$ cat src/dacreg_pkg.sv
`default_nettype none
package dacreg_pkg;
  localparam logic [7:0] OFS_DAC_CFG = 8'h1B;
  localparam logic [7:0] OFS_LOAD = 8'h1C;
  localparam logic [7:0] OFS_MASK1 = 8'h1D;
  localparam logic [7:0] OFS_MASK2 = 8'h1E;
  localparam logic [7:0] OFS_TEMP_OFS = 8'h1F;
  localparam logic [7:0] RESET_VALUE = 8'h00;
  localparam int POLICY_LSB = 4;
  localparam int REF_AB_BIT = 4;
  localparam int REF_CD_BIT = 5;
  localparam int SUPPLY_MASK_BIT = 4;
  localparam int TEMP_W = 10;
  localparam int TEMP_FRAC = 2;
  typedef enum logic [1:0] {
    DACREG_POL_SINGLE = 2'b00,
    DACREG_POL_PAIR = 2'b01,
    DACREG_POL_ALL = 2'b10,
    DACREG_POL_STROBE = 2'b11
  } dacreg_policy_t;
  typedef struct packed {
    logic wr;
    logic [7:0] addr;
    logic [7:0] data;
  } dacreg_write_t;
  typedef struct packed {
    logic int_high;
    logic int_low;
    logic ext_high;
    logic ext_low;
    logic ext_fault;
    logic analog_input_two;
    logic analog_input_three;
    logic analog_input_four;
    logic supply;
  } dacreg_events_t;
endpackage
`default_nettype wire

$ cat src/dacreg_top.sv
`default_nettype none
module dacreg_top
  import dacreg_pkg::*;
(
  input wire logic clk,
  input wire logic reset_n,
  input wire dacreg_write_t reg_wr,
  input wire logic [7:0] rd_addr,
  output logic [7:0] rd_data,
  input wire logic pin_load_disable_bit,
  input wire logic dac_load_strobe_n,
  input wire logic [3:0] dac_msb_write,
  input wire dacreg_events_t events_in,
  input wire logic temp_valid,
  input wire logic [TEMP_W-1:0] temp_raw,
  output logic [TEMP_W-1:0] temp_result,
  output logic temp_result_valid,
  output logic [3:0] dac_update,
  output logic [3:0] dac_range,
  output logic [1:0] dac_ref_internal,
  output logic int_active
);
  // ----------------------------------------
  // registers
  // ----------------------------------------
  logic [7:0] dac_range_and_update_policy;
  logic [1:0] ref_sel;
  logic [7:0] interrupt_mask_first;
  logic [7:0] interrupt_mask_second;
  logic [7:0] internal_temp_offset;
  logic [1:0] pin_sync;
  logic pin_prev;
  logic [3:0] next_update;
  logic [1:0] policy;
  logic pin_fall;

  assign policy = dac_range_and_update_policy[POLICY_LSB+1:POLICY_LSB];

  always_ff @(posedge clk) begin
    if (!reset_n) begin
      dac_range_and_update_policy <= RESET_VALUE;
      ref_sel <= 2'b00;
      interrupt_mask_first <= RESET_VALUE;
      interrupt_mask_second <= RESET_VALUE;
      internal_temp_offset <= RESET_VALUE;
    end else if (reg_wr.wr) begin
      case (reg_wr.addr)
        OFS_DAC_CFG: dac_range_and_update_policy <= reg_wr.data;
        OFS_LOAD: ref_sel <= {reg_wr.data[REF_CD_BIT], reg_wr.data[REF_AB_BIT]};
        OFS_MASK1: interrupt_mask_first <= reg_wr.data;
        OFS_MASK2: interrupt_mask_second <= reg_wr.data;
        OFS_TEMP_OFS: internal_temp_offset <= reg_wr.data;
        default: ;
      endcase
    end
  end

  // ----------------------------------------
  // readback
  // ----------------------------------------
  // strobe bits never stored, so they read as zero
  always_ff @(posedge clk) begin
    if (!reset_n) begin
      rd_data <= RESET_VALUE;
    end else begin
      case (rd_addr)
        OFS_DAC_CFG: rd_data <= dac_range_and_update_policy;
        OFS_LOAD: rd_data <= {2'b00, ref_sel, 4'h0};
        OFS_MASK1: rd_data <= interrupt_mask_first;
        OFS_MASK2: rd_data <= interrupt_mask_second;
        OFS_TEMP_OFS: rd_data <= internal_temp_offset;
        default: rd_data <= 8'h00;
      endcase
    end
  end

  // ----------------------------------------
  // update command
  // ----------------------------------------
  // load pin is asynchronous, so synchronise before edge detect
  always_ff @(posedge clk) begin
    if (!reset_n) begin
      pin_sync <= 2'b11;
      pin_prev <= 1'b1;
    end else begin
      pin_sync <= {pin_sync[0], dac_load_strobe_n};
      pin_prev <= pin_sync[1];
    end
  end
  assign pin_fall = pin_prev & ~pin_sync[1];

  always_comb begin
    next_update = 4'h0;
    if (!pin_load_disable_bit) begin
      next_update = pin_fall ? 4'hF : 4'h0;
    end else begin
      case (policy)
        DACREG_POL_SINGLE: next_update = dac_msb_write;
        DACREG_POL_PAIR: next_update = {{2{dac_msb_write[3]}}, {2{dac_msb_write[1]}}};
        DACREG_POL_ALL: next_update = {4{dac_msb_write[3]}};
        DACREG_POL_STROBE: begin
          if (reg_wr.wr && reg_wr.addr == OFS_LOAD) begin
            next_update = reg_wr.data[3:0];
          end
        end
        default: next_update = 4'h0;
      endcase
    end
  end

  // one pulse moves all targeted input latches together
  always_ff @(posedge clk) begin
    if (!reset_n) begin
      dac_update <= 4'h0;
      dac_range <= 4'h0;
      dac_ref_internal <= 2'b00;
    end else begin
      dac_update <= next_update;
      dac_range <= dac_range_and_update_policy[3:0];
      dac_ref_internal <= ref_sel;
    end
  end

  // ----------------------------------------
  // interrupt gating
  // ----------------------------------------
  always_ff @(posedge clk) begin
    if (!reset_n) begin
      int_active <= 1'b0;
    end else begin
      int_active <= (events_in.int_high & ~interrupt_mask_first[0])
        | (events_in.int_low & ~interrupt_mask_first[1])
        | (events_in.ext_high & ~interrupt_mask_first[2])
        | (events_in.ext_low & ~interrupt_mask_first[3])
        | (events_in.ext_fault & ~interrupt_mask_first[4])
        | (events_in.analog_input_two & ~interrupt_mask_first[5])
        | (events_in.analog_input_three & ~interrupt_mask_first[6])
        | (events_in.analog_input_four & ~interrupt_mask_first[7])
        | (events_in.supply & ~interrupt_mask_second[SUPPLY_MASK_BIT]);
    end
  end

  // ----------------------------------------
  // temperature offset
  // ----------------------------------------
  // result has quarter-degree lsbs; offset lsb is one degree
  always_ff @(posedge clk) begin
    if (!reset_n) begin
      temp_result <= '0;
      temp_result_valid <= 1'b0;
    end else begin
      temp_result_valid <= temp_valid;
      if (temp_valid) begin
        temp_result <= temp_raw + TEMP_W'({internal_temp_offset, {TEMP_FRAC{1'b0}}});
      end
    end
  end

  // ----------------------------------------
  // checks: registers
  // ----------------------------------------
  a_cfg_write: assert property (@(posedge clk) disable iff (!reset_n)
    (reg_wr.wr && reg_wr.addr == OFS_DAC_CFG)
    |=> dac_range_and_update_policy == $past(reg_wr.data))
    else $error("dac configuration write not stored");

  a_cfg_readback: assert property (@(posedge clk) disable iff (!reset_n)
    (rd_addr == OFS_DAC_CFG)
    |=> rd_data == $past(dac_range_and_update_policy))
    else $error("dac configuration readback wrong");

  a_range_follows: assert property (@(posedge clk) disable iff (!reset_n)
    1'b1
    |=> dac_range == $past(dac_range_and_update_policy[3:0]))
    else $error("dac range does not follow register");

  a_load_reads_zero: assert property (@(posedge clk) disable iff (!reset_n)
    (rd_addr == OFS_LOAD)
    |=> rd_data[3:0] == 4'h0)
    else $error("strobe bits read non-zero");

  a_ref_ab_write: assert property (@(posedge clk) disable iff (!reset_n)
    (reg_wr.wr && reg_wr.addr == OFS_LOAD)
    |=> ref_sel[0] == $past(reg_wr.data[REF_AB_BIT]))
    else $error("reference select for a and b not stored");

  a_ref_cd_write: assert property (@(posedge clk) disable iff (!reset_n)
    (reg_wr.wr && reg_wr.addr == OFS_LOAD)
    |=> ref_sel[1] == $past(reg_wr.data[REF_CD_BIT]))
    else $error("reference select for c and d not stored");

  a_ref_follows: assert property (@(posedge clk) disable iff (!reset_n)
    1'b1
    |=> dac_ref_internal == $past(ref_sel))
    else $error("reference output does not follow register");

  a_mask1_write: assert property (@(posedge clk) disable iff (!reset_n)
    (reg_wr.wr && reg_wr.addr == OFS_MASK1)
    |=> interrupt_mask_first == $past(reg_wr.data))
    else $error("first mask write not stored");

  a_mask2_write: assert property (@(posedge clk) disable iff (!reset_n)
    (reg_wr.wr && reg_wr.addr == OFS_MASK2)
    |=> interrupt_mask_second == $past(reg_wr.data))
    else $error("second mask write not stored");

  a_offset_write: assert property (@(posedge clk) disable iff (!reset_n)
    (reg_wr.wr && reg_wr.addr == OFS_TEMP_OFS)
    |=> internal_temp_offset == $past(reg_wr.data))
    else $error("temperature offset write not stored");

  a_offset_readback: assert property (@(posedge clk) disable iff (!reset_n)
    (rd_addr == OFS_TEMP_OFS)
    |=> rd_data == $past(internal_temp_offset))
    else $error("temperature offset readback wrong");

  // ----------------------------------------
  // checks: update command
  // ----------------------------------------
  a_single_policy: assert property (@(posedge clk) disable iff (!reset_n)
    (pin_load_disable_bit && policy == DACREG_POL_SINGLE)
    |=> dac_update == $past(dac_msb_write))
    else $error("single policy updated wrong dacs");

  a_pair_policy: assert property (@(posedge clk) disable iff (!reset_n)
    (pin_load_disable_bit && policy == DACREG_POL_PAIR)
    |=> dac_update == {{2{$past(dac_msb_write[3])}}, {2{$past(dac_msb_write[1])}}})
    else $error("pair policy updated wrong dacs");

  a_all_policy: assert property (@(posedge clk) disable iff (!reset_n)
    (pin_load_disable_bit && policy == DACREG_POL_ALL && dac_msb_write[3])
    |=> dac_update == 4'hF)
    else $error("policy all did not update four dacs");

  a_all_quiet: assert property (@(posedge clk) disable iff (!reset_n)
    (pin_load_disable_bit && policy == DACREG_POL_ALL && !dac_msb_write[3])
    |=> dac_update == 4'h0)
    else $error("policy all updated without dac d write");

  a_strobe_only: assert property (@(posedge clk) disable iff (!reset_n)
    (pin_load_disable_bit && policy == DACREG_POL_STROBE
     && !(reg_wr.wr && reg_wr.addr == OFS_LOAD))
    |=> dac_update == 4'h0)
    else $error("strobe policy updated without strobe");

  a_strobe_acts: assert property (@(posedge clk) disable iff (!reset_n)
    (pin_load_disable_bit && policy == DACREG_POL_STROBE
     && reg_wr.wr && reg_wr.addr == OFS_LOAD)
    |=> dac_update == $past(reg_wr.data[3:0]))
    else $error("strobe did not update its dac");

  a_strobe_gated: assert property (@(posedge clk) disable iff (!reset_n)
    (reg_wr.wr && reg_wr.addr == OFS_LOAD && (policy != DACREG_POL_STROBE)
     && pin_load_disable_bit && dac_msb_write == 4'h0)
    |=> dac_update == 4'h0)
    else $error("load strobe acted outside strobe policy");

  a_pin_quiet: assert property (@(posedge clk) disable iff (!reset_n)
    (!pin_load_disable_bit && !pin_fall)
    |=> dac_update == 4'h0)
    else $error("register path updated in pin mode");

  a_pin_fall_all: assert property (@(posedge clk) disable iff (!reset_n)
    (!pin_load_disable_bit && pin_fall)
    |=> dac_update == 4'hF)
    else $error("load pin edge did not update four dacs");

  // ----------------------------------------
  // checks: interrupt and temperature
  // ----------------------------------------
  a_mask_blocks: assert property (@(posedge clk) disable iff (!reset_n)
    (interrupt_mask_first == 8'hFF && interrupt_mask_second[SUPPLY_MASK_BIT])
    |=> !int_active)
    else $error("masked interrupt reached output");

  a_int_quiet: assert property (@(posedge clk) disable iff (!reset_n)
    (events_in == '0)
    |=> !int_active)
    else $error("interrupt active with no event");

  a_int_temp_open: assert property (@(posedge clk) disable iff (!reset_n)
    ((events_in.int_high && !interrupt_mask_first[0])
     || (events_in.ext_low && !interrupt_mask_first[3]))
    |=> int_active)
    else $error("unmasked temperature event lost");

  a_int_fault_open: assert property (@(posedge clk) disable iff (!reset_n)
    (events_in.ext_fault && !interrupt_mask_first[4])
    |=> int_active)
    else $error("unmasked sensor fault lost");

  a_int_ain_open: assert property (@(posedge clk) disable iff (!reset_n)
    ((events_in.analog_input_two && !interrupt_mask_first[5])
     || (events_in.analog_input_four && !interrupt_mask_first[7]))
    |=> int_active)
    else $error("unmasked analog input event lost");

  a_int_supply_open: assert property (@(posedge clk) disable iff (!reset_n)
    (events_in.supply && !interrupt_mask_second[SUPPLY_MASK_BIT])
    |=> int_active)
    else $error("unmasked supply event lost");

  a_temp_valid: assert property (@(posedge clk) disable iff (!reset_n)
    temp_valid
    |=> temp_result_valid)
    else $error("temperature result valid missing");

  a_temp_idle: assert property (@(posedge clk) disable iff (!reset_n)
    !temp_valid
    |=> (!temp_result_valid && temp_result == $past(temp_result)))
    else $error("temperature result moved without input");

  a_temp_sum: assert property (@(posedge clk) disable iff (!reset_n)
    temp_valid
    |=> temp_result == $past(temp_raw)
      + TEMP_W'({$past(internal_temp_offset), {TEMP_FRAC{1'b0}}}))
    else $error("temperature offset not applied in whole degrees");
endmodule
`default_nettype wire

$ cat config.mk
export PLATFORM = sky130hd
export DESIGN_NAME = dacreg_top
export DESIGN_NICKNAME = d
export VERILOG_FILES = /design/src/dacreg_pkg.sv /design/src/dacreg_top.sv
export SDC_FILE = /design/constraint.sdc
export NUM_CORES = 1
export LEC_CHECK = 0
export BUFFER_PORTS_ARGS = -buffer_cell sky130_fd_sc_hd__buf_2
export CAP_MARGIN = 25
export CORE_ASPECT_RATIO = 0.9
export CORE_MARGIN = 2
export CORE_UTILIZATION = 50
export DETAILED_ROUTE_END_ITERATION = 7
export GPL_ROUTABILITY_DRIVEN = 0
export PLACE_DENSITY = 0.85
export SYNTH_ARGS = -nofsm -noshare
export SYNTH_HDL_FRONTEND = slang
export SYNTH_SLANG_ARGS = --single-unit
$ cat constraint.sdc
create_clock -name clk -period 2 [get_ports clk]
set_input_delay 0.1 -clock clk [delete_from_list [all_inputs] [get_ports clk]]
set_output_delay 0.1 -clock clk [all_outputs]
set_load 0.005 [all_outputs]
---- Yosys cells after proc, flatten, opt, wreduce, memory -nomap -nowiden ----
Cells that the tools add are included.
storage, ports and cells
  bits in registers ....................... 67
  input bits .............................. 53
  output and inout port bits .............. 30
operators by class
  add/subtract/negate cells ............... 1
  equality and inequality tests ........... 13
  multiplexer cells ....................... 5
  bitwise operators ....................... 28
  reduce and logical (&&, ||, !) cells .... 7
operator list
  kind                                                 count
  equality test 8 x 5 -> 1 bit, second input constant  10
  one-hot mux 8 bit (5 select lines)                   1
  one-hot mux 4 bit (4 select lines)                   1
  two-way mux 4 bit                                    3
  adder 10 bit                                         1
  AND 1 bit                                            10
  NOT 1 bit                                            10
  AND reduction 2 bit                                  5
  OR 1 bit                                             8
  equality test 2 bit, second input constant           2
  equality test 2 x 1 -> 1 bit, second input constant  1
  logical NOT 2 bit                                    1
  logical AND 1 bit                                    1

---- Depth between registers and ports, before layout ----
Gate-level depths: netlist of the first run.
  word-level depth ........................ 10
  gate-level depth with buffers ........... 6
  mapped depth without buffers ............ 6

---- Least setup slack after synthesis of the first run ----
OpenSTA, ideal clock, no wires.
  path type ............................... reg-to-reg
  start point ............................. register internal_temp_offset[0]
  end point ............................... register temp_result[8]
  library setup time ...................... 122 ps
  data arrival time ....................... 1631 ps
  data required time ...................... 1878 ps
  path slack .............................. 247 ps
  cell stages (with the launch flop) ...... 7
  path buffers ............................ 0
  clock period less this slack ............ 1753 ps
  cell sequence ........................... dfxtp_1 ha_1 fa_1 a21oi_1 o211ai_1 mux2i_1 a311o_1
between the ends
  cells in the longest elaborated chain, start to end .. 1
ends and longest elaborated chain
  element                 RTL line           RTL
  start, declared         dacreg_top.sv:30   logic [7:0] internal_temp_offset;
  start signal, assigned  dacreg_top.sv:52   OFS_TEMP_OFS: internal_temp_offset <= reg_wr.data;
  adder 10 bit            dacreg_top.sv:154  temp_result <= temp_raw + TEMP_W'({internal_temp_offset, {TEMP_FRAC{1'b0}}});
  end signal, assigned    dacreg_top.sv:154
  end, declared           dacreg_top.sv:16   output logic [TEMP_W-1:0] temp_result,
No other way between the ends.
A chain may end at the register's enable or synchronous reset.

---- Final worst setup path of the first run ----
Ends and elaborated chain as after synthesis.

==> qor.tcl, run 1 <==
set qor(outcome) {finished clean}
set qor(power_share_of_the_combinational_group_pct) 8.2
set qor(initial_utilization_pct) 51.10
set qor(flow.area_growth_from_synthesis_pct) 20.81
set qor(cts.sink_count) 67
set qor(cts_post_setup_buffers_inserted) 0
set qor(via_count_of_the_first_global_routing_pass) 2520
set qor(worstSetupPathDepth) 6
set qor(tightestPinTransition_ns) 0.5855
set qor(portion_of_total_power_attributed_to_sequential_cells_pct) 50.1
set qor(ant_nets) 0
set qor(setup.worst_path.end_class) {register}
set qor(die-height_um) 78.37
set qor(clkSlewWorstSetupHoldPaths_ns) 0.07
set qor(grt_first_pass_wirelength_mm) 11.53
set qor(cp.required_ns) 2.24
set qor(fin_crit_sh_pct) 93.34
set qor(power.clock.fraction_pct) 41.7
set qor(critical_path_peak_fanout) 3
set qor(ys_seq_elements) 67
set qor(die_w_um) 86.64
set qor(synth_warnings) 0
set qor(drtIter0Drc) 165
set qor(post_synth.cell_area_avg_um2) 9.146
set qor(global_route.usage.total_pct) 21.89
set qor(synth_nets) 397
set qor(origin_of_the_worst_setup_path) {internal_temp_offset[0]$_SDFFE_PN0P_}
set qor(fillerInstances) 509
set qor(worst_r2r_path_depth) 6
set qor(leakagePower_uw) 0.001612
set qor(hold_viol_final) 0
set qor(final_max_slew_viol_count) 0
set qor(cts_tree) {yes}
set qor(cells_after_synthesis) 336
set qor(worstPathBufferInverterCount) 0
set qor(floorplan.core_area_mm2) 0.006013
set qor(avgViaCountPerCell) 5.574
set qor(reg2reg_slack_ns) 0.13
set qor(routed-via-count) 2720
set qor(num_antenna_cells) 0
set qor(max_slew_margin_pct) 60.85
set qor(grt_start_max_net_pins) 45
set qor(finalSetupViolations) 0
set qor(nets) 472
set qor(synth.yosys.seq_area_share_pct) 43.65
set qor(powerDensity_mw_per_mm2) 733.6
set qor(fin_setup_tns_ns) 0
set qor(worst_hold_margin_ns) 0.01668
set qor(multi_input_area_mm2) 0.001578
set qor(post-route-drc-count) 0
set qor(place_hpwl_mm) 5.112
set qor(setup.worst_path.end) {temp_result[8]$_SDFFE_PN0P_}
set qor(timing.rr.start) {internal_temp_offset[0]$_SDFFE_PN0P_}
set qor(switching_power_total_uw) 657.4
set qor(dieArea_mm2) 0.006790
set qor(rsz0062_at_grt) {false}
set qor(min_path_type) {primary input to register}
set qor(wl_per_cell_um) 14.40
set qor(std_cell_rows) 27
set qor(path_cells) {ha_1 > fa_1 > a21oi_2 > o211ai_1 > mux2i_1 > a311o_1}
set qor(antenna_found_initial) 0
set qor(crit_path_top_delay_cell) {sky130_fd_sc_hd__fa_1}
set qor(critical_path.max_stage_delay_ns) 0.43
set qor(firstDrtPassIters) 5
set qor(cts_made_buffers) 9
set qor(synth_enable_flop_cells) 0
set qor(port_buffers) 82
set qor(path_delay_family) {adder cells}
set qor(critical_path_class) {register to register}
set qor(globalRouteOverflowTotal) 0
set qor(layout_commonest_cell) {sky130_fd_sc_hd__buf_2}
set qor(clock_insertion_delay_worst_skew_ns) 0.35
set qor(maxCapViolations) 0
set qor(crit_path_start_kind) {register}
set qor(max-clock-path-buffers) 2
set qor(final_cell_mix) {sky130_fd_sc_hd__buf_2 (82), sky130_fd_sc_hd__dfxtp_1 (67), sky130_fd_sc_hd__nand2_1 (34), sky130_fd_sc_hd__nand3_1 (30), sky130_fd_sc_hd__o21ai_0 (26)}
set qor(synth_top_flop_cell) {sky130_fd_sc_hd__dfxtp_1}
set qor(fmax_mhz) 535.7
set qor(power.switching_fraction_pct) 24.14
set qor(min_period_ns) 1.867
set qor(pin_count) 83
set qor(seq_area_mm2) 0.001341
set qor(async_flop_share_pct) 0
set qor(routed_wl_mm) 7.027
set qor(clockRootBuffer) {sky130_fd_sc_hd__clkbuf_8}
set qor(synth.cell_area_mm2) 0.003073
set qor(cts_htree_levels) 3
set qor(synth.lib_cells_used.distinct) 53
set qor(post_route_cells_drive_above_1_share_pct) 28.61
set qor(cell_internal_pwr_uw) 2066
set qor(vdd_drop_max_mv) 0.5108
set qor(fin_skew_ns) 0.004585
set qor(r2r_end) {temp_result[8]$_SDFFE_PN0P_}
set qor(arrival_ns) 2.11
-- synth_stat cells (4+ instances only) --
cell	count	area share (%)
sky130_fd_sc_hd__dfxtp_1	67	44
sky130_fd_sc_hd__nand3_1	30	4.9
sky130_fd_sc_hd__a2bb2oi_1	6	1.7
sky130_fd_sc_hd__o22ai_1	4	0.81
sky130_fd_sc_hd__and2_1	5	1.0
sky130_fd_sc_hd__a22oi_1	7	1.7
sky130_fd_sc_hd__clkbuf_1	5	0.61
sky130_fd_sc_hd__a31o_2	4	1.1
sky130_fd_sc_hd__ha_1	7	2.9
sky130_fd_sc_hd__a21oi_1	9	1.5
sky130_fd_sc_hd__buf_2	11	1.8
sky130_fd_sc_hd__nor2_1	12	1.5
sky130_fd_sc_hd__mux2i_1	16	5.2
sky130_fd_sc_hd__o211ai_1	6	1.5
sky130_fd_sc_hd__nor2b_1	11	2.2
sky130_fd_sc_hd__mux2_2	7	2.6
sky130_fd_sc_hd__inv_1	16	2.0
sky130_fd_sc_hd__o21ai_0	26	4.2
sky130_fd_sc_hd__nand2_1	34	4.2
-- registers in the layout (all words and copies together), names as in the netlist, 2 cells and up --
signal                       count
dac_range                        4
internal_temp_offset             8
rd_data                          8
dac_ref_internal                 2
dac_range_and_update_policy      8
dac_update                       4
interrupt_mask_second            8
pin_sync                         2
interrupt_mask_first             8
ref_sel                          2
temp_result                     10
-- worst reg2reg max path: stages, from the launching register on --
cell	delay, ns
sky130_fd_sc_hd__dfxtp_1	0.33
sky130_fd_sc_hd__ha_1	0.22
sky130_fd_sc_hd__fa_1	0.43
sky130_fd_sc_hd__a21oi_2	0.19
sky130_fd_sc_hd__o211ai_1	0.14
sky130_fd_sc_hd__mux2i_1	0.14
sky130_fd_sc_hd__a311o_1	0.32
-- cell families after synthesis --
group	count (synthesis)	synth area share, %
AOI/OAI and AO/OA	77	16.65
xor gates and xnor gates	2	0.5701
adders and majority gates	8	3.502
buffers and inverters	36	5.130
DFF	67	43.65
muxes	24	8.510
and+or+nand+nor	122	21.99
-- worst min-delay path by stage --
stage | end | cells past startpoint | slack (ns) | startpoint
after floorplan | pin_sync[0]$_SDFF_PN1_ | 1 | 0.20 | dac_load_strobe_n
after global routing | temp_result[1]$_SDFFE_PN0P_ | 3 | 0.03 | temp_raw[1]
final | temp_result[1]$_SDFFE_PN0P_ | 3 | 0.02 | temp_raw[1]
after detailed placement | pin_sync[0]$_SDFF_PN1_ | 2 | 0.29 | dac_load_strobe_n
after global placement | pin_sync[0]$_SDFF_PN1_ | 2 | 0.28 | dac_load_strobe_n
after CTS | temp_result[0]$_SDFFE_PN0P_ | 3 | 0.002 | temp_raw[0]
-- power by group through the flow --
stage          Sequential (uW)  Combinational, uW  Clock, uW
2_1_floorplan             1400                117          0
3_3_place_gp              1390                214          0
3_5_place_dp              1390                220          0
4_1_cts                   1360                222       1150
5_1_grt                   1370                247       1230
6_report                  1360                224       1140
-- per-layer routing --
metal	global-route usage (%)	wire length [um]	up-vias
met3	7.781	427	8
met1	27.40	3047	1267
met4	6.719	93	0
met2	35.31	3458	88
li1	-	-	1357
met5	0	0	-
-- final cells by class --
cell class | count | share of cell area, %
well taps | 72 | 2.427
clock inverters | 6 | 1.753
repair buffers | 84 | 11.86
clock buffers | 10 | 3.707
multi-input cells | 233 | 42.50
inverters | 16 | 1.618
flip-flops and latches | 67 | 36.13
-- per-stage QoR --
| stage | std cells | total power, uW | worst slack (ns) | instance area (um2) | utilization, % |
|---|---|---|---|---|---|
| 3_3_place_gp | 471 | 1608 | 0.1826 | 3496 | 58.14 |
| 5_1_grt | 488 | 2839 | 0.04328 | 3712 | 61.74 |
| 6_report | 488 | 2724 | 0.1332 | 3712 | 61.74 |
| 2_1_floorplan | 336 | 1514 | 0.2472 | 3073 | - |
| 4_1_cts | 488 | 2741 | 0.1186 | 3709 | 61.67 |
| 3_5_place_dp | 471 | 1615 | 0.1501 | 3496 | 58.14 |
-- repair_timing --
item / 4_1_cts / 5_1_grt
resized for setup: 0 / 1
hold buffers: 1 / 0
endpoints found under the setup margin: 0 / 1
hold endpoints to repair: 1 / 0
Note: power is estimated with default switching activity, not from simulation.
==> inputs of run 2 (changes only) <==
CORE_MARGIN = unset   (was 2)
==> qor.tcl, run 2 (synthesis gave the netlist of run 1 again) <==
set qor(outcome) {complete, but fails checks}
set qor(failing_checks) {DRC}
set qor(largest_register_ffs) 10
set qor(post-route-drc-count) 2
set qor(wl_per_cell_um) 14.90
set qor(drtIter0Drc) 262
set qor(fin_skew_ns) 0.003660
set qor(max_slew_margin_pct) 60.93
set qor(routed-via-count) 2756
set qor(cp.required_ns) 2.23
set qor(avgViaCountPerCell) 5.682
set qor(arrival_ns) 2.10
set qor(floorplan.core_area_mm2) 0.005791
set qor(worstPathBufferInverterCount) 0
set qor(min_path_type) {primary input to register}
set qor(power.switching_fraction_pct) 23.01
set qor(fin_setup_tns_ns) 0
set qor(wl_met1_mm) 3.004
set qor(grt_first_pass_wirelength_mm) 11.82
set qor(routed_wl_mm) 7.225
set qor(worstHoldStart) {temp_raw[1]}
set qor(power.clock.fraction_pct) 40.2
set qor(final_max_slew_viol_count) 0
set qor(num_antenna_cells) 0
set qor(clock_insertion_delay_worst_skew_ns) 0.34
set qor(vdd_drop_max_mv) 0.5202
set qor(hold_path_end) {temp_result[1]$_SDFFE_PN0P_}
set qor(flow.area_growth_from_synthesis_pct) 20.28
set qor(cts.sink_count) 67
set qor(place_hpwl_mm) 5.162
set qor(timing.rr.start) {internal_temp_offset[0]$_SDFFE_PN0P_}
set qor(path_delay_family) {compound AO/OA/AOI/OAI gates}
set qor(die-height_um) 76.37
set qor(firstDrtPassIters) 7
set qor(finalSetupViolations) 0
set qor(path_cells) {ha_1 > fa_1 > a21oi_2 > o211ai_1 > mux2i_1 > a311o_1}
set qor(min_period_ns) 1.867
set qor(rsz0062_at_grt) {false}
set qor(reg2reg_slack_ns) 0.13
set qor(critical_path_peak_fanout) 3
set qor(fmax_mhz) 535.5
set qor(layout_commonest_cell) {sky130_fd_sc_hd__buf_2}
set qor(setup.worst_path.end_class) {register}
set qor(clkSlewWorstSetupHoldPaths_ns) 0.07
set qor(leakagePower_uw) 0.001609
set qor(cts_made_buffers) 9
set qor(crit_path_top_delay_cell) {sky130_fd_sc_hd__fa_1}
set qor(tightestPinTransition_ns) 0.5848
set qor(cell_internal_pwr_uw) 2050
set qor(crit_path_start_kind) {register}
set qor(dieArea_mm2) 0.006464
set qor(cts_htree_levels) 3
set qor(worst_hold_margin_ns) 0.01929
set qor(cts_post_setup_buffers_inserted) 0
set qor(setup_slack_ns) 0.1325
set qor(regMostFlops) {temp_result}
set qor(die_w_um) 84.64
set qor(worst_r2r_path_depth) 6
set qor(switching_power_total_uw) 612.9
set qor(global_route.usage.total_pct) 23.31
set qor(post_route_cells_drive_above_1_share_pct) 28.19
set qor(power_share_of_the_combinational_group_pct) 8.5
set qor(ant_nets) 0
set qor(r2r_end) {temp_result[8]$_SDFFE_PN0P_}
set qor(maxCapViolations) 0
set qor(portion_of_total_power_attributed_to_sequential_cells_pct) 51.3
set qor(critical_path.max_stage_delay_ns) 0.42
set qor(cts_tree) {yes}
set qor(routed_wire_length_on_met2_mm) 3.598
set qor(fillerInstances) 494
set qor(place_worst_setup_slack_ns) 0.1227
set qor(final_cell_mix) {sky130_fd_sc_hd__buf_2 (82), sky130_fd_sc_hd__dfxtp_1 (67), sky130_fd_sc_hd__nand2_1 (34), sky130_fd_sc_hd__nand3_1 (30), sky130_fd_sc_hd__o21ai_0 (26)}
set qor(globalRouteOverflowTotal) 0
set qor(hold_viol_final) 0
set qor(worst_hold_path.num_cells) 3
set qor(critical_path_class) {register to register}
set qor(highest_layer) {met4}
set qor(clockRootBuffer) {sky130_fd_sc_hd__clkbuf_8}
set qor(via_count_of_the_first_global_routing_pass) 2566
set qor(std_cell_rows) 26
set qor(fin_crit_sh_pct) 93.37
set qor(powerDensity_mw_per_mm2) 720.5
set qor(port_buffers) 82
set qor(antenna_found_initial) 0
set qor(initial_utilization_pct) 53.07
set qor(pin_count) 83
set qor(max-clock-path-buffers) 2
set qor(grt_start_max_net_pins) 56
set qor(met3_length_um) 500
set qor(nets) 473
## run 2: cell types whose count changed in the layout (fill, tap and decap cells not counted), sizes merged
| cell | change |
|---|---|
| clkinv | -2 |
| clkinvlp | -1 |
| clkbuf | +1 |
| buf | +1 |
## run 2: worst max-delay path by stage
stage | end | cells past startpoint | start | slack, ns
floorplan | temp_result[8]$_SDFFE_PN0P_ | 6 | internal_temp_offset[0]$_SDFFE_PN0P_ | 0.25
global placement | temp_result[8]$_SDFFE_PN0P_ | 6 | internal_temp_offset[0]$_SDFFE_PN0P_ | 0.18
detailed placement | temp_result[8]$_SDFFE_PN0P_ | 6 | internal_temp_offset[0]$_SDFFE_PN0P_ | 0.12
CTS | temp_result[8]$_SDFFE_PN0P_ | 6 | internal_temp_offset[0]$_SDFFE_PN0P_ | 0.09
global route | temp_result[8]$_SDFFE_PN0P_ | 6 | internal_temp_offset[0]$_SDFFE_PN0P_ | 0.04
finish | temp_result[8]$_SDFFE_PN0P_ | 6 | internal_temp_offset[0]$_SDFFE_PN0P_ | 0.13
## run 2: final cells by class
| cell class | count | area [um2] | area share (%) |
|---|---|---|---|
| inverters | 16 | 60.06 | 1.625 |
| well taps | 70 | 87.58 | 2.370 |
| clock buffers | 11 | 141.4 | 3.825 |
| repair buffers | 85 | 447.9 | 12.12 |
| multi-input cells | 233 | 1578 | 42.69 |
| flip-flops and latches | 67 | 1341 | 36.29 |
| clock inverters | 3 | 40.04 | 1.083 |
## run 2: per-stage QoR
stage | power, uW | util [%] | cell area [um2] | cells
2_1_floorplan | 1514 | - | 3073 | 336
3_3_place_gp | 1609 | 60.46 | 3501 | 470
3_5_place_dp | 1616 | 60.46 | 3501 | 470
4_1_cts | 2684 | 63.76 | 3692 | 485
5_1_grt | 2763 | 63.83 | 3696 | 485
6_report | 2663 | 63.83 | 3696 | 485
## run 2: what timing repair did
item | in CTS | in global routing
hold buffers | 1 | 0
hold endpoints to repair | 1 | 0
setup endpoints to repair | 0 | 1
gates resized for setup | 0 | 1
## run 2: layer usage
| metal | vias to the layer above | GRT usage (%) |
|---|---|---|
| met4 | 0 | 7.797 |
| met3 | 11 | 7.367 |
| li1 | 1356 | - |
| met5 | - | 0 |
| met2 | 106 | 38.70 |
| met1 | 1283 | 28.64 |
## run 2: tightest hold or removal path, stage by stage
cell and delay, ns:
sky130_fd_sc_hd__buf_2 0.08, sky130_fd_sc_hd__mux2i_1 0.05, sky130_fd_sc_hd__nor2b_1 0.09
## run 2: power groups by stage
stage          clock network, uW  logic [uW]  registers [uW]
6_report                    1070         226            1370
5_1_grt                     1150         247            1370
4_1_cts                     1090         225            1360
3_5_place_dp                   0         221            1390
3_3_place_gp                   0         215            1390
2_1_floorplan                  0         117            1400
==> inputs of run 3 (changes only) <==
--- a/config.mk
+++ b/config.mk
@@ -6,4 +6,5 @@
 export NUM_CORES = 1
 export LEC_CHECK = 0
+export ABC_AREA = 1
 export BUFFER_PORTS_ARGS = -buffer_cell sky130_fd_sc_hd__buf_2
 export CAP_MARGIN = 25
@@ -12,5 +13,5 @@
 export DETAILED_ROUTE_END_ITERATION = 7
 export GPL_ROUTABILITY_DRIVEN = 0
-export PLACE_DENSITY = 0.85
+export PLACE_DENSITY = 0.84
 export SYNTH_ARGS = -nofsm -noshare
 export SYNTH_HDL_FRONTEND = slang
==> constraint.sdc (replaced) <==
create_clock -name clk -period 2 [get_ports clk]
set_input_delay 0 -clock clk [delete_from_list [all_inputs] [get_ports clk]]
set_output_delay 0 -clock clk [all_outputs]
set_load 0.005 [all_outputs]
==> qor.tcl, run 3 <==
set qor(outcome) {finished clean}
set qor(synth_top_flop_cell) {sky130_fd_sc_hd__dfxtp_1}
set qor(dieArea_mm2) 0.006982
set qor(cts_post_setup_buffers_inserted) 0
set qor(place_hpwl_mm) 5.869
set qor(min_period_ns) 1.645
set qor(max_slew_margin_pct) 73.05
set qor(clockRootBuffer) {sky130_fd_sc_hd__clkbuf_8}
set qor(floorplan.core_area_mm2) 0.006284
set qor(fin_skew_ns) 0.008481
set qor(die_w_um) 87.97
set qor(setup_slack_ns) 0.3555
set qor(ys_seq_elements) 67
set qor(num_antenna_cells) 0
set qor(drtIter0Drc) 288
set qor(cts_tree) {yes}
set qor(ys_top_cells_by_count) {sky130_fd_sc_hd__inv_1 (84), sky130_fd_sc_hd__dfxtp_1 (67), sky130_fd_sc_hd__nand2_1 (63)}
set qor(post_synth.cell_area_avg_um2) 7.325
set qor(cts_made_buffers) 9
set qor(clock_insertion_delay_worst_skew_ns) 0.35
set qor(synth_nets) 515
set qor(die-height_um) 79.37
set qor(grt_first_pass_wirelength_mm) 13.02
set qor(wl_per_cell_um) 12.50
set qor(min_path_type) {primary input to register}
set qor(routed_wl_mm) 7.938
set qor(cts.sink_count) 67
set qor(post-synth-top-area-fraction_pct) 40.33
set qor(post-route-drc-count) 0
set qor(nets) 604
set qor(via_count_of_the_first_global_routing_pass) 2975
set qor(final_core_util_pct) 63.86
set qor(grt_start_max_net_pins) 28
set qor(finalSetupViolations) 0
set qor(fin_crit_sh_pct) 82.23
set qor(firstDrtPassIters) 6
set qor(global_route.usage.total_pct) 24.40
set qor(synth_most_common_cell) {sky130_fd_sc_hd__inv_1}
set qor(leakagePower_uw) 0.001930
set qor(synth_warnings) 0
set qor(final_max_slew_viol_count) 0
set qor(globalRouteOverflowTotal) 0
set qor(cp.required_ns) 2.25
set qor(largest_register_ffs) 10
set qor(rsz0062_at_grt) {false}
set qor(place_worst_setup_slack_ns) 0.4085
set qor(vdd_drop_max_mv) 0.3384
set qor(maxCapViolations) 0
set qor(routed-via-count) 3252
set qor(top_cell_type_by_total_area_after_synthesis) {sky130_fd_sc_hd__dfxtp_1}
set qor(arrival_ns) 1.89
set qor(hold_viol_final) 0
set qor(synth.cell_area_mm2) 0.003326
set qor(clkSlewWorstSetupHoldPaths_ns) 0.08
set qor(powerDensity_mw_per_mm2) 662.0
set qor(crit_path_start_kind) {register}
set qor(synth.yosys.seq_area_share_pct) 40.33
set qor(synth_enable_flop_cells) 0
set qor(post_route_cells_drive_above_1_share_pct) 24.45
set qor(async_flop_share_pct) 0
set qor(avgViaCountPerCell) 5.121
set qor(initial_utilization_pct) 52.93
set qor(final_cell_mix) {sky130_fd_sc_hd__inv_1 (84), sky130_fd_sc_hd__buf_2 (82), sky130_fd_sc_hd__dfxtp_1 (67), sky130_fd_sc_hd__nand2_1 (63)}
set qor(critical_path_class) {register to register}
set qor(ant_nets) 0
set qor(cells_after_synthesis) 454
set qor(pin_count) 83
set qor(layout_commonest_cell) {sky130_fd_sc_hd__inv_1}
set qor(flow.area_growth_from_synthesis_pct) 20.65
set qor(max-clock-path-buffers) 2
set qor(synth.lib_cells_used.distinct) 28
set qor(regMostFlops) {temp_result}
set qor(setup.worst_path.end_class) {register}
set qor(biggest_area_contributors_in_the_synthesized_netlist) {sky130_fd_sc_hd__dfxtp_1 (40%), sky130_fd_sc_hd__inv_1 (9.5%), sky130_fd_sc_hd__nand2_1 (7.1%)}
set qor(post_cts_hold_buffer_count) 7
set qor(cts_htree_levels) 3
set qor(std_cell_rows) 27
set qor(port_buffers) 82
set qor(fin_setup_tns_ns) 0
set qor(postCtsResizedCells) 0
set qor(antenna_found_initial) 0
set qor(fmax_mhz) 608.1
set qor(critical_path_peak_fanout) 3
set qor(tightestPinTransition_ns) 0.4037
[run 3: path summary, 6_finish.rpt]
| kind | slack, ns | startpoint | to | depth (start not counted) |
|---|---|---|---|---|
| worst max-delay path | 0.36 | internal_temp_offset[0]$_SDFFE_PN0P_ | temp_result[6]$_SDFFE_PN0P_ | 7 |
| worst min register to register | 0.42 | pin_sync[0]$_SDFF_PN1_ | pin_sync[1]$_SDFF_PN1_ | 1 |
| worst min-delay path | 0.007 | reg_wr[5] | dac_range_and_update_policy[5]$_SDFFE_PN0P_ | 3 |
| worst max register to register | 0.36 | internal_temp_offset[0]$_SDFFE_PN0P_ | temp_result[6]$_SDFFE_PN0P_ | 7 |
[run 3: logic make-up after synthesis]
| family | Yosys count | synth area share [%] |
|---|---|---|
| fa+ha+maj | 8 | 3.235 |
| xor+xnor | 4 | 1.053 |
| simple gates | 177 | 27.31 |
| flops | 67 | 40.33 |
| compound gates | 98 | 15.35 |
| buf+inv | 100 | 12.72 |
[run 3: critical path: stages (launching register included)]
cell and delay (ns):
sky130_fd_sc_hd__dfxtp_1 0.33, sky130_fd_sc_hd__ha_1 0.22, sky130_fd_sc_hd__fa_1 0.45, sky130_fd_sc_hd__a21oi_1 0.20
sky130_fd_sc_hd__xor2_1 0.19, sky130_fd_sc_hd__nand2_1 0.08, sky130_fd_sc_hd__nand2_1 0.06, sky130_fd_sc_hd__inv_1 0.03
[run 3: where the power goes]
group | leakage, uW | internal (uW) | switching [uW] | total, uW
Combinational | 0.00130 | 111 | 164 | 275
Clock | 0.0000843 | 480 | 533 | 1010
Sequential | 0.000544 | 1360 | 9.43 | 1370
[run 3: final cells by class]
class / instances / area [um2]
fill: 549 / 2271
multi-input combinational: 287 / 1562
sequential: 67 / 1341
timing repair buffer: 91 / 495.5
inverter: 87 / 326.6
clock buffer: 10 / 137.6
tap: 87 / 108.9
clock inverter: 6 / 41.29
[run 3: layer usage]
layer  part of all wire, %  global-route usage (%)
met5                     0                       0
met2                    46                   38.06
met3                   8.9                   5.584
met4                   2.4                   12.30
met1                    43                   31.46
[run 3: stage by stage]
stage	hold WS, ns	power (uW)	instance area, um2	std cells
6_report	0.007045	2656	4013	635
3_3_place_gp	0.1906	1652	3764	612
3_5_place_dp	0.1949	1660	3764	612
4_1_cts	0.002232	2671	4013	635
2_1_floorplan	0.1065	1542	3326	454
5_1_grt	0.02869	2766	4013	635
